`src/rtl/rtc_calendar_regs.vh`:
```
// Purpose: register offsets, field positions, reset values and timing counts
// Assumes: word-addressed plain register port, byte offsets as printed
// Notes:   definitions only
`ifndef RTC_CALENDAR_REGS_VH
`define RTC_CALENDAR_REGS_VH

// ----------------------------------------------------------------
// offsets
// ----------------------------------------------------------------
`define OFS_CTRL       32'h0ffffeb0
`define OFS_MODE       32'h0ffffeb4
`define OFS_TIME       32'h0ffffeb8
`define OFS_CAL        32'hfffffebc
`define OFS_TALARM     32'hfffffec0
`define OFS_CALARM     32'hfffffec4
`define OFS_STATUS     32'h0ffffec8
`define OFS_CLEAR      32'hfffffecc
`define OFS_IRQ_EN     32'hfffffed0
`define OFS_IRQ_DIS    32'hfffffed4
`define OFS_IRQ_MASK   32'hfffffed8
`define OFS_VALID      32'hfffffedc

// ----------------------------------------------------------------
// status bit positions
// ----------------------------------------------------------------
`define ST_ACK         0
`define ST_ALARM       1
`define ST_SEC         2
`define ST_CLOCK_EVENT_FLAG       3
`define ST_CALENDAR_EVENT_FLAG       4

// ----------------------------------------------------------------
// field positions
// ----------------------------------------------------------------
`define POS_MERIDIEM   22
`define POS_SS_EN      7
`define POS_MM_EN      15
`define POS_HH_EN      23
`define POS_DD_EN      31
`define POS_MO_EN      23

// ----------------------------------------------------------------
// reset values
// ----------------------------------------------------------------
`define RST_CAL        32'h01210720
`define RST_CALARM     32'h01010000
`define CENTURY_BCD    8'h20

// ----------------------------------------------------------------
// timing
// ----------------------------------------------------------------
`define CLK_HZ         10000000
`define SECOND_NS      1000000000
`define SECOND_CYCLES  (`SECOND_NS / (1000000000 / `CLK_HZ))

`endif

```
`src/rtl/rtc_time_calendar_alarm.v`:
```
// Purpose: real-time clock counters, alarms and sticky event flags
// Assumes: clk_sys at 10 MHz; second tick from a divider of clk_sys
// Notes:   registers over a plain strobe port, read data one cycle later
//
// Behaviour
// - mode bit 0 selects 24-hour form, 1 selects 12-hour form.
// - seconds and minutes accept BCD 00 to 59 only.
// - units digit in low nibble, tens digit directly above.
// - hour accepts 1-12 in 12-hour form, 0-23 in 24-hour form.
// - meridiem bit above hour field, 0 morning, 1 afternoon.
// - century field accepts only BCD 20.
// - year accepts any BCD value 00 to 99.
// - month accepts BCD 01 to 12 only.
// - weekday accepts 1 to 7 and does not affect date.
// - date accepts BCD 01 to 31 only.
// - time alarm compares enabled second, minute, hour/meridiem fields.
// - date alarm compares enabled date and month fields.
// - update-granted flag reads 1 only while counters may be written.
// - alarm flag sets when all enabled fields match, sticky.
// - second flag sets each tick and stays until cleared.
// - time-event flag latches selected minute/hour/noon/midnight event.
// - calendar-event flag latches selected week/month/year event.
// - writing 1 to a clear bit clears that flag; 0 does nothing.
// - illegal entries not loaded; validity flag clears on a good write.
// - update request stops counters and grants within one second.
// - each flag reaches irq only while its mask bit is set.
//
// Strobed register access was decided locally.
`timescale 1ns/100ps
`include "rtc_calendar_regs.vh"

module rtc_time_calendar_alarm #(
  parameter SECOND_CYCLES = `SECOND_CYCLES
) (
  // clock and reset
  input  wire        clk_sys,
  input  wire        rst,
  // register port
  input  wire [31:0] regAddr,
  input  wire [31:0] regWrData,
  input  wire        regWr,
  input  wire        regRd,
  output reg  [31:0] regRdData,
  // interrupt line
  output wire        irq
);

  // ----------------------------------------------------------------
  // helpers
  // ----------------------------------------------------------------
  function bcdOk;
    input [7:0] v;
    input [7:0] lo;
    input [7:0] hi;
    begin
      bcdOk = (v[3:0] < 4'ha) && (v[7:4] < 4'ha) && (v >= lo) && (v <= hi);
    end
  endfunction

  function [7:0] bcdInc;
    input [7:0] v;
    begin
      if (v[3:0] == 4'h9) begin
        bcdInc = {v[7:4] + 4'h1, 4'h0};
      end else begin
        bcdInc = {v[7:4], v[3:0] + 4'h1};
      end
    end
  endfunction

  // last date of a month, year counted inside century 20
  function [7:0] monthEnd;
    input [7:0] mo;
    input [7:0] yr;
    reg         leap;
    begin
      leap = (yr[4] ? (yr[3:0] == 4'h2 || yr[3:0] == 4'h6)
                    : (yr[3:0] == 4'h0 || yr[3:0] == 4'h4 || yr[3:0] == 4'h8));
      if (mo == 8'h02) begin
        monthEnd = leap ? 8'h29 : 8'h28;
      end else if (mo == 8'h04 || mo == 8'h06 || mo == 8'h09 || mo == 8'h11) begin
        monthEnd = 8'h30;
      end else begin
        monthEnd = 8'h31;
      end
    end
  endfunction

  // hour plus meridiem legal for the chosen form
  function hourOk;
    input [6:0] hh;
    input       pm;
    input       twelve;
    begin
      if (twelve) begin
        hourOk = bcdOk({2'b00, hh[5:0]}, 8'h01, 8'h12);
      end else begin
        hourOk = bcdOk({2'b00, hh[5:0]}, 8'h00, 8'h23) && !pm;
      end
    end
  endfunction

  // ----------------------------------------------------------------
  // state
  // ----------------------------------------------------------------
  reg        hourFormatSelect;
  reg  [6:0] secs, mins;
  reg  [5:0] hours;
  reg        meridiemFlag;
  reg  [7:0] century, year;
  reg  [4:0] month;
  reg  [2:0] weekday;
  reg  [5:0] date;
  reg [31:0] timeAlarm, dateAlarm;
  reg        haltClockForWrite, haltCalendarForWrite;
  reg  [1:0] clockEventChoice, calendarEventChoice;
  reg  [4:0] status, irqMask;
  reg  [3:0] validity;
  reg [31:0] divCnt;
  reg        alarmSeen;

  wire       tick = (divCnt == SECOND_CYCLES - 1);
  wire       wrCtrl = regWr && (regAddr == `OFS_CTRL);
  wire       halted = haltClockForWrite || haltCalendarForWrite;

  // write strobes, one per register
  wire       wrMode   = regWr && (regAddr == `OFS_MODE);
  wire       wrTime   = regWr && (regAddr == `OFS_TIME);
  wire       wrCal    = regWr && (regAddr == `OFS_CAL);
  wire       wrTalarm = regWr && (regAddr == `OFS_TALARM);
  wire       wrCalarm = regWr && (regAddr == `OFS_CALARM);
  wire       wrClear  = regWr && (regAddr == `OFS_CLEAR);
  wire       wrIrqEn  = regWr && (regAddr == `OFS_IRQ_EN);
  wire       wrIrqDis = regWr && (regAddr == `OFS_IRQ_DIS);

  // incoming time-of-day and calendar fields
  wire [6:0] wSec  = regWrData[6:0];
  wire [6:0] wMin  = regWrData[14:8];
  wire [5:0] wHour = regWrData[21:16];
  wire       wPm   = regWrData[`POS_MERIDIEM];
  wire [7:0] wCent = regWrData[7:0];
  wire [7:0] wYear = regWrData[15:8];
  wire [4:0] wMon  = regWrData[20:16];
  wire [2:0] wDay  = regWrData[23:21];
  wire [5:0] wDate = regWrData[29:24];

  wire timeOk = bcdOk({1'b0, wSec}, 8'h00, 8'h59) &&
                bcdOk({1'b0, wMin}, 8'h00, 8'h59) &&
                hourOk({1'b0, wHour}, wPm, hourFormatSelect);
  wire calOk  = (wCent == `CENTURY_BCD) &&
                bcdOk(wYear, 8'h00, 8'h99) &&
                bcdOk({3'b000, wMon}, 8'h01, 8'h12) &&
                (wDay >= 3'h1) && (wDay <= 3'h7) &&
                bcdOk({2'b00, wDate}, 8'h01, 8'h31) &&
                ({2'b00, wDate} <= monthEnd({3'b000, wMon}, wYear));
  wire talOk  = bcdOk({1'b0, regWrData[6:0]}, 8'h00, 8'h59) &&
                bcdOk({1'b0, regWrData[14:8]}, 8'h00, 8'h59) &&
                hourOk(regWrData[22:16], regWrData[`POS_MERIDIEM], hourFormatSelect);
  wire calAlOk = bcdOk({3'b000, regWrData[20:16]}, 8'h01, 8'h12) &&
                 bcdOk({2'b00, regWrData[29:24]}, 8'h01, 8'h31);

  // ----------------------------------------------------------------
  // alarm compare
  // ----------------------------------------------------------------
  wire anyEn = timeAlarm[`POS_SS_EN] | timeAlarm[`POS_MM_EN] | timeAlarm[`POS_HH_EN] |
               dateAlarm[`POS_DD_EN] | dateAlarm[`POS_MO_EN];
  wire alarmMatch = anyEn &&
    (!timeAlarm[`POS_SS_EN] || timeAlarm[6:0] == secs) &&
    (!timeAlarm[`POS_MM_EN] || timeAlarm[14:8] == mins) &&
    (!timeAlarm[`POS_HH_EN] || timeAlarm[22:16] == {meridiemFlag, hours}) &&
    (!dateAlarm[`POS_DD_EN] || dateAlarm[29:24] == date) &&
    (!dateAlarm[`POS_MO_EN] || dateAlarm[20:16] == month);

  // ----------------------------------------------------------------
  // roll-over decode
  // ----------------------------------------------------------------
  wire runTime = tick && !haltClockForWrite;
  wire minWrap = runTime && (secs == 7'h59);
  wire hourWrap = minWrap && (mins == 7'h59);
  wire lastHour = hourFormatSelect ? (hours == 6'h11 && meridiemFlag) : (hours == 6'h23);
  wire dayWrap = hourWrap && lastHour;
  wire noonHit = hourWrap && (hourFormatSelect ? (hours == 6'h11 && !meridiemFlag)
                                               : (hours == 6'h11));
  // a time halt also freezes the calendar: the day carry never arrives
  wire calRun  = dayWrap && !haltCalendarForWrite;
  wire monWrap = calRun && ({2'b00, date} == monthEnd({3'b000, month}, year));
  wire yrWrap  = monWrap && (month == 5'h12);
  wire weekHit = calRun && (weekday == 3'h7);
  reg  timeEvt, calEvt;
  always @* begin
    case (clockEventChoice)
      2'h0:    timeEvt = minWrap;
      2'h1:    timeEvt = hourWrap;
      2'h2:    timeEvt = dayWrap;
      default: timeEvt = noonHit;
    endcase
    case (calendarEventChoice)
      2'h0:    calEvt = weekHit;
      2'h1:    calEvt = monWrap;
      default: calEvt = yrWrap;
    endcase
  end

  // ----------------------------------------------------------------
  // next counter values
  // ----------------------------------------------------------------
  // the bcd helper works on bytes; counters are narrower, so cut on purpose
  wire [7:0] incSec   = bcdInc({1'b0, secs});
  wire [7:0] incMin   = bcdInc({1'b0, mins});
  wire [7:0] incHour  = bcdInc({2'b00, hours});
  wire [7:0] incMonth = bcdInc({3'b000, month});
  wire [7:0] incDate  = bcdInc({2'b00, date});

  // ----------------------------------------------------------------
  // counters and registers
  // ----------------------------------------------------------------
  wire [4:0] clr = wrClear ? regWrData[4:0] : 5'h00;
  wire [4:0] setEv = {calEvt, timeEvt, tick, alarmMatch && !alarmSeen,
                      halted && tick};

  always @(posedge clk_sys or posedge rst) begin
    if (rst) begin
      hourFormatSelect     <= 1'b0;
      secs                 <= 7'h00;
      mins                 <= 7'h00;
      hours                <= 6'h00;
      meridiemFlag         <= 1'b0;
      century              <= `CENTURY_BCD;
      year                 <= 8'h07;
      month                <= 5'h01;
      weekday              <= 3'h1;
      date                 <= 6'h01;
      timeAlarm            <= 32'h00000000;
      dateAlarm            <= `RST_CALARM;
      haltClockForWrite    <= 1'b0;
      haltCalendarForWrite <= 1'b0;
      clockEventChoice     <= 2'h0;
      calendarEventChoice  <= 2'h0;
      status               <= 5'h00;
      irqMask              <= 5'h00;
      validity             <= 4'h0;
      divCnt               <= 32'h00000000;
      alarmSeen            <= 1'b0;
    end else begin
      // divider restarts on every tick, one tick per second of clk_sys
      divCnt    <= tick ? 32'h00000000 : divCnt + 32'h00000001;
      // alarm flag takes the rising match only, so a held match sets it once
      alarmSeen <= alarmMatch;
      // sticky flags: a set in the clearing cycle wins
      status <= (status & ~clr) | setEv;
      // granted drops as soon as both halts are released
      if (!halted) begin
        status[`ST_ACK] <= 1'b0;
      end
      if (wrCtrl) begin
        haltClockForWrite    <= regWrData[0];
        haltCalendarForWrite <= regWrData[1];
        clockEventChoice     <= regWrData[9:8];
        calendarEventChoice  <= regWrData[17:16];
      end
      if (wrMode) begin
        hourFormatSelect <= regWrData[0];
      end
      if (wrIrqEn) begin
        irqMask <= irqMask | regWrData[4:0];
      end
      if (wrIrqDis) begin
        irqMask <= irqMask & ~regWrData[4:0];
      end
      // time counting
      if (runTime) begin
        secs <= (secs == 7'h59) ? 7'h00 : incSec[6:0];
        if (minWrap) begin
          mins <= (mins == 7'h59) ? 7'h00 : incMin[6:0];
        end
        if (hourWrap) begin
          if (hourFormatSelect) begin
            if (hours == 6'h12) begin
              hours <= 6'h01;
            end else begin
              hours <= incHour[5:0];
              if (hours == 6'h11) begin
                meridiemFlag <= ~meridiemFlag;
              end
            end
          end else begin
            hours <= (hours == 6'h23) ? 6'h00 : incHour[5:0];
          end
        end
      end
      if (calRun) begin
        weekday <= (weekday == 3'h7) ? 3'h1 : weekday + 3'h1;
        date <= monWrap ? 6'h01 : incDate[5:0];
        if (monWrap) begin
          month <= (month == 5'h12) ? 5'h01 : incMonth[4:0];
        end
        if (yrWrap) begin
          year <= (year == 8'h99) ? 8'h00 : bcdInc(year);
        end
      end
      // software loads, checked before they land
      if (wrTime && haltClockForWrite) begin
        validity[0] <= !timeOk;
        if (timeOk) begin
          secs         <= wSec;
          mins         <= wMin;
          hours        <= wHour;
          meridiemFlag <= hourFormatSelect & wPm;
        end
      end
      if (wrCal && haltCalendarForWrite) begin
        validity[1] <= !calOk;
        if (calOk) begin
          century <= wCent;
          year    <= wYear;
          month   <= wMon;
          weekday <= wDay;
          date    <= wDate;
        end
      end
      // alarms may change any time; software gates with the enables
      if (wrTalarm) begin
        validity[2] <= !talOk;
        if (talOk) begin
          // enables sit in the top bit of each of the three low bytes and must be kept
          timeAlarm <= regWrData & 32'h00ffffff;
        end
      end
      if (wrCalarm) begin
        validity[3] <= !calAlOk;
        if (calAlOk) begin
          dateAlarm <= regWrData & 32'hbf9f0000;
        end
      end
    end
  end

  assign irq = |(status & irqMask);

  // ----------------------------------------------------------------
  // read port; unmapped offsets read zero
  // ----------------------------------------------------------------
  always @(posedge clk_sys or posedge rst) begin
    if (rst) begin
      regRdData <= 32'h00000000;
    end else if (!regRd) begin
      regRdData <= 32'h00000000;
    end else if (regAddr == `OFS_CTRL) begin
      regRdData <= {14'h0000, calendarEventChoice, 6'h00, clockEventChoice, 6'h00,
                    haltCalendarForWrite, haltClockForWrite};
    end else if (regAddr == `OFS_MODE) begin
      regRdData <= {31'h00000000, hourFormatSelect};
    end else if (regAddr == `OFS_TIME) begin
      regRdData <= {9'h000, meridiemFlag, hours, 1'b0, mins, 1'b0, secs};
    end else if (regAddr == `OFS_CAL) begin
      regRdData <= {2'b00, date, weekday, month, year, century};
    end else if (regAddr == `OFS_TALARM) begin
      regRdData <= timeAlarm;
    end else if (regAddr == `OFS_CALARM) begin
      regRdData <= dateAlarm;
    end else if (regAddr == `OFS_STATUS) begin
      regRdData <= {27'h0000000, status};
    end else if (regAddr == `OFS_IRQ_MASK) begin
      regRdData <= {27'h0000000, irqMask};
    end else if (regAddr == `OFS_VALID) begin
      regRdData <= {28'h0000000, validity};
    end else begin
      regRdData <= 32'h00000000;
    end
  end

endmodule

```
`config.mk`:
```
export PLATFORM = sky130hd
export DESIGN_NAME = rtc_time_calendar_alarm
export DESIGN_NICKNAME = d
export VERILOG_FILES = /design/src/rtl/rtc_time_calendar_alarm.v
export VERILOG_INCLUDE_DIRS = /design/src /design/src/rtl
export SDC_FILE = /design/constraint.sdc
export NUM_CORES = 1
export LEC_CHECK = 0
export BUFFER_PORTS_ARGS = -buffer_cell sky130_fd_sc_hd__buf_2
export CORE_ASPECT_RATIO = 1.75
export CORE_MARGIN = 1
export CORE_UTILIZATION = 29
export CTS_CLUSTER_SIZE = 14
export DETAILED_ROUTE_END_ITERATION = 10
export SYNTH_ARGS = -nofsm -noshare
export SYNTH_HDL_FRONTEND = slang
export SYNTH_SLANG_ARGS = --single-unit
```
`constraint.sdc`:
```
create_clock -name clk_sys -period 7.11 [get_ports clk_sys]
set_clock_uncertainty 0.1 [all_clocks]
set_input_delay 1.7775 -clock clk_sys [delete_from_list [all_inputs] [get_ports clk_sys]]
set_output_delay 1.7775 -clock clk_sys [all_outputs]
set_load 0.01 [all_outputs]
```
=== Word-level counts from Yosys, hierarchy flattened ===
Cells that the tools add are included.
W data, S select, Z words.

* Bits in registers: 174
* Input port bits: 68
* Word-level logic and storage cells: 300

* $add $sub $neg: 14
* Reduce and logical (&&, ||, !) cells: 95
* Multiplexer cells: 75
* Bitwise gates (word level): 13
* Eq/ne operators: 55
* Order comparisons: 23

{| class="wikitable"
|+ Operators with widths
! cell !! count
|-
| $eq A32 B32 Y1 const B || 8
|-
| $mux W32 || 8
|-
| $eq A32 B28 Y1 const B || 4
|-
| $mux W6 || 13
|-
| $mux W7 || 11
|-
| $mux W5 || 12
|-
| $mux W8 || 7
|-
| $logic_and A1 B1 Y1 || 55
|-
| $add A32 B1 Y32 const B || 1
|-
| $eq A32 B24 Y1 const B || 1
|-
| $eq A4 B4 Y1 const B || 8
|-
| $add A4 B1 Y4 const B || 7
|-
| $eq A7 B7 Y1 || 3
|-
| $eq A5 B3 Y1 const B || 4
|-
| $lt A4 B4 Y1 const B || 5
|-
| $logic_or A1 B1 Y1 || 18
|-
| $mux W1 || 17
|-
| $eq A4 B3 Y1 const B || 4
|-
| $and A5 B5 Y5 || 3
|-
| $eq A5 B5 Y1 const B || 3
|-
| $eq A7 B7 Y1 const B || 2
|-
| $le A7 B7 Y1 const B || 2
|-
| $logic_not A1 Y1 || 13
|-
| $eq A6 B5 Y1 const B || 2
|-
| other kinds (41) || 64
|}

=== Logic depth before layout (Yosys ltp) ===
* Depth after elaboration: 13
* Depth in mapped cells: 15

=== Worst setup path before layout ===
OpenSTA, ideal clock, no wires.

* Kind: input-to-reg
* Start point: input port regWrData[16]
* End point: register date[4]
* Path slack: 2.956 ns
* Stages: 12
* Data required time: 6.933 ns
* Arrival: 3.977 ns
* Setup time: 0.077 ns
* Cells stage by stage: clkbuf_1 nor4_1 nand2_1 ha_1 nor4b_1 nor2_1 o221ai_1 and4b_1 clkbuf_1 clkbuf_1 a21oi_1 a21oi_1

* Word-level cells in the longest chain between the ends: 10
* Elaborated cells on any way between the ends: 23

{| class="wikitable"
|+ RTL lines
! item !! line !! text
|-
| start: declaration || rtc_time_calendar_alarm.v:40 || <nowiki>input wire [31:0] regWrData,</nowiki>
|-
| $eq A5 B3 Y1 (tied with other cells) || rtc_time_calendar_alarm.v:81 || <nowiki>end else if (mo == 8'h04 || mo == 8'h06 || mo == 8'h09 || mo == 8'h11) begin</nowiki>
|-
| $logic_or A1 B1 Y1 / $logic_and A1 B1 Y1 (equally long branches) (2 in a row) || rtc_time_calendar_alarm.v:81, rtc_time_calendar_alarm.v:56 ||
|-
| $logic_or A1 B1 Y1 / $logic_and A1 B1 Y1 (equally long branches) || rtc_time_calendar_alarm.v:81, rtc_time_calendar_alarm.v:150 ||
|-
| $mux W1 / $logic_and A1 B1 Y1 (equally long branches) || rtc_time_calendar_alarm.v:81, rtc_time_calendar_alarm.v:150 ||
|-
| $mux W5 / $logic_and A1 B1 Y1 (equally long branches) || rtc_time_calendar_alarm.v:79, rtc_time_calendar_alarm.v:150 ||
|-
| $le A6 B8 Y1 / $logic_and A1 B1 Y1 (equally long branches) || rtc_time_calendar_alarm.v:155, rtc_time_calendar_alarm.v:150 ||
|-
| $logic_and A1 B1 Y1 * || rtc_time_calendar_alarm.v:150 || <nowiki>wire calOk = (wCent == `CENTURY_BCD) &&</nowiki>
|-
| $mux W6 * || rtc_time_calendar_alarm.v:313 || <nowiki>if (calOk) begin</nowiki>
|-
| $mux W6 * || rtc_time_calendar_alarm.v:311 || <nowiki>if (wrCal && haltCalendarForWrite) begin</nowiki>
|-
| end signal: assignment || rtc_time_calendar_alarm.v:293 || <nowiki>date <= monWrap ? 6'h01 : incDate[5:0];</nowiki>
|-
| end signal: assignment || rtc_time_calendar_alarm.v:318 || <nowiki>date <= wDate;</nowiki>
|-
| end: declaration || rtc_time_calendar_alarm.v:113 || <nowiki>reg [5:0] date;</nowiki>
|}

Mark *: on every way between the ends. The rest lies on a longest branch, timed or not.
A chain may end at the register's enable or synchronous reset.

=== Worst setup path in the final report ===
* Start point: input port regWrData[9]
* End point: register year[1]

* Word-level cells in the longest chain between the ends: 12
* Elaborated cells on any way between the ends: 26

{| class="wikitable"
|+ RTL lines
! item !! line !! text
|-
| parallel branches: the longest is 10 deep, another holds $le A6 B8 Y1 || n/a ||
|-
| $mux W8 * || rtc_time_calendar_alarm.v:313 ||
|-
| $mux W8 * || rtc_time_calendar_alarm.v:311 ||
|-
| end signal: assignment || rtc_time_calendar_alarm.v:298 || <nowiki>year <= (year == 8'h99) ? 8'h00 : bcdInc(year);</nowiki>
|-
| end signal: assignment || rtc_time_calendar_alarm.v:315 || <nowiki>year <= wYear;</nowiki>
|-
| end: declaration || rtc_time_calendar_alarm.v:110 || <nowiki>reg [7:0] century, year;</nowiki>
|}

Every way passes the cells marked *.

==> impl_metrics.json <==
{
  "outcome": "finished clean",
  "fmax_ghz": 0.205,
  "finalHoldViolCount": 0,
  "die-area_sq_um": 34400,
  "route.met2.wl_mm": 16.4,
  "yosysTopAreaCell": "dfrtp_1",
  "synth_top_area_share_pct": 42.1,
  "htreeDepth": 4,
  "cts.sinks": 173,
  "coreArea_sq_um": 33000,
  "final_util_pct": 34.0,
  "crit_fanout": 16,
  "power_mw": 2.03,
  "ios": 101,
  "dp_cells": 1483,
  "hp-class": "reg2reg",
  "cts_buffer_depth": 2,
  "vias": 8302,
  "rows": 88,
  "wl_met1_mm": 11.6,
  "required_ns": 7.38,
  "clockRootBuffer": "clkbuf_16",
  "antenna_found_initial": 8,
  "maxCapViolCount": 0,
  "grt_overflow": 0,
  "dr.max_layer_used": "met5",
  "fin_hold_ws_ns": 0.384,
  "syn2layout_area_growth_pct": 15.3,
  "gp_congestion": 0.904,
  "setup_violations": 0,
  "via_per_inst": 5.47,
  "fin_crit_sh_pct": 68.7,
  "postSynth.asyncResetShare_pct": 100,
  "intPower_mw": 1.53,
  "synth-edff-count": 0,
  "drc_errors": 0,
  "numCtsBuffers": 17,
  "switching_power_mw": 0.497,
  "numPortBuffers": 98,
  "p_leak_nw": 5.08,
  "arrival_ns": 5.15,
  "period_needed_ns": 4.88,
  "hold_buffers": 0,
  "yosysMostFrequentCell": "dfrtp_1",
  "power_frac_seq_pct": 48.5,
  "ir_drop_mv": 0.195,
  "syn-num-nets": 1113,
  "drive_gt1_share_pct": 17.9,
  "cts.repair.resized": 0,
  "fp.dieH_microns": 245,
  "gr-usage-all-layers_pct": 18.5,
  "drt_wl_total_mm": 31.1,
  "grt_max_degree": 70,
  "rsz0062_at_grt": "false",
  "clkTransAtPathRegs_ns": 0.07,
  "grt_pass1_vias": 8281,
  "clockPowerShare_pct": 47.1,
  "ys_seq_area_share_pct": 44.5,
  "swShare_pct": 24.5,
  "drt_iter0_markers": 570,
  "fin_tns_setup_ns": 0,
  "drt_pre_antenna_iters": 5,
  "ys_top_cells_by_area": "dfrtp_1 42%, mux2_2 3.8%, nor2_1 3.7%",
  "syn_inst": 1022,
  "wl_met3_mm": 1.37,
  "ys_top_cells_by_count": "164 x dfrtp_1, 97 x nor2_1, 84 x nand2_1",
  "hpwl_mm": 23.2,
  "slew_headroom_pct": 29.2,
  "drtAntennaViolNets": 0,
  "post_cts_buffers": 0,
  "die_w_microns": 141,
  "p_comb_share_pct": 4.3,
  "synth_flop_cell": "dfrtp_1",
  "syn_avg_cell_area_sq_um": 9.54,
  "worst_pin_slew_ns": 1.05,
  "crit_path_end_kind": "flop",
  "netlist_area_sq_um": 9750,
  "cts_tree": "done",
  "ys_ff_latch": 173,
  "start_kind": "primary input",
  "p_per_area_nw_per_um2": 180,
  "crit_type": "in2reg",
  "final_cells": 1519,
  "final_nets": 1188,
  "ys_warn_count": 0,
  "initial_utilization_pct": 29.5,
  "insertion_delay_ns": 0.46,
  "drv_slew": 0,
  "grt_pass1_wl_mm": 47.6,
  "ys_types": 86,
  "wl_per_cell_microns": 20.4
}
## layout make-up
class	count	area, sq um
inverter	37	144
clock buffer	17	425
antenna	4	10.0
timing repair buffer	111	588
clock inverter	15	161
sequential	173	4340
tap	405	507
fill	3401	21800
multi-input combinational	757	5060
## stage by stage
stage               instance area (sq um)  setup slack (ns)
floorplan                            9750             0.559
global placement                    10600              1.87
detailed placement                  10600              1.86
CTS                                 11200              2.32
global route                        11200              2.13
finish                              11200              2.23
## worst max-delay path, stage by stage
cell and delay, ns:
buf_2 0.19, a21oi_1 0.06, a21oi_1 0.21, o21ai_0 0.13, a2111oi_0 0.43, a41oi_1 0.14, ha_1 0.33, nand3_1 0.08
o221ai_1 0.33, and4b_1 0.78, buf_4 0.34, a311oi_1 0.08, a41oi_1 0.21, nand2_1 0.07
## cells by family after synthesis
kind of cell | after synthesis | share of synthesized area [%]
adders and majority gates | 23 | 2.95
and+or+nand+nor | 387 | 21.3
xor gates and xnor gates | 71 | 6.38
other | 1 | 0.0385
DFF | 173 | 44.5
muxes | 55 | 6.20
buffers and inverters | 92 | 3.74
AOI/OAI and AO/OA | 220 | 14.9
## power groups by stage
stage	combinational (mW)	sequential [mW]	clock, mW
after CTS	0.0892	0.984	0.977
after floorplan	0.0381	1.00	0
after global placement	0.0878	1.00	0
after global routing	0.0964	0.983	1.01
final	0.0881	0.984	0.955
after detailed placement	0.0891	1.00	0
## cells in the final DEF, fill, tap and decap left out, types with 11 or more instances in the layout
cell         n
a22oi_1     17
mux2_2      33
inv_1       36
buf_2       98
xnor2_1     39
nor3_1      11
nand4_1     28
nand2_1     84
o21ai_1     22
a222oi_1    13
mux2i_1     12
nor4_1      12
o21ai_0     38
buf_4       13
nor2_1      97
clkbuf_16   17
dfrtp_1    164
a21oi_1     58
ha_1        23
xor2_1      32
and3_1      20
nand3_1     43
nor2b_1     18
## flip-flops by register name, summed over array words and instances (netlist names), 4 cells and up, named ones only
signal,cells
century,8
date,6
dateAlarm,13
divCnt,32
hours,6
mins,7
month,5
regRdData,31
secs,7
status,5
timeAlarm,24
validity,4
year,8
## layer usage
metal	track usage (%)	vias up
met2	33.5	218
met1	19.4	4115
met4	11.8	6
met3	3.76	79
met5	0	-
li1	-	3884
## path summary, 6_finish.rpt
check,start,slack (ns),cells past startpoint,endpoint
worst max-delay path,regWrData[9],2.23,14,year[1]$_DFF_PP1_
worst min-delay path,divCnt[0]$_DFF_PP0_,0.38,1,divCnt[0]$_DFF_PP0_
worst max register to register,month[2]$_DFF_PP0_,3.35,7,year[4]$_DFF_PP0_
worst min register to register,divCnt[0]$_DFF_PP0_,0.38,1,divCnt[0]$_DFF_PP0_
max in group asynchronous,rst,4.43,3,regRdData[25]$_DFF_PP0_
min in group asynchronous,rst,1.31,2,regRdData[2]$_DFF_PP0_
Note: power is estimated with default switching activity, not from simulation.
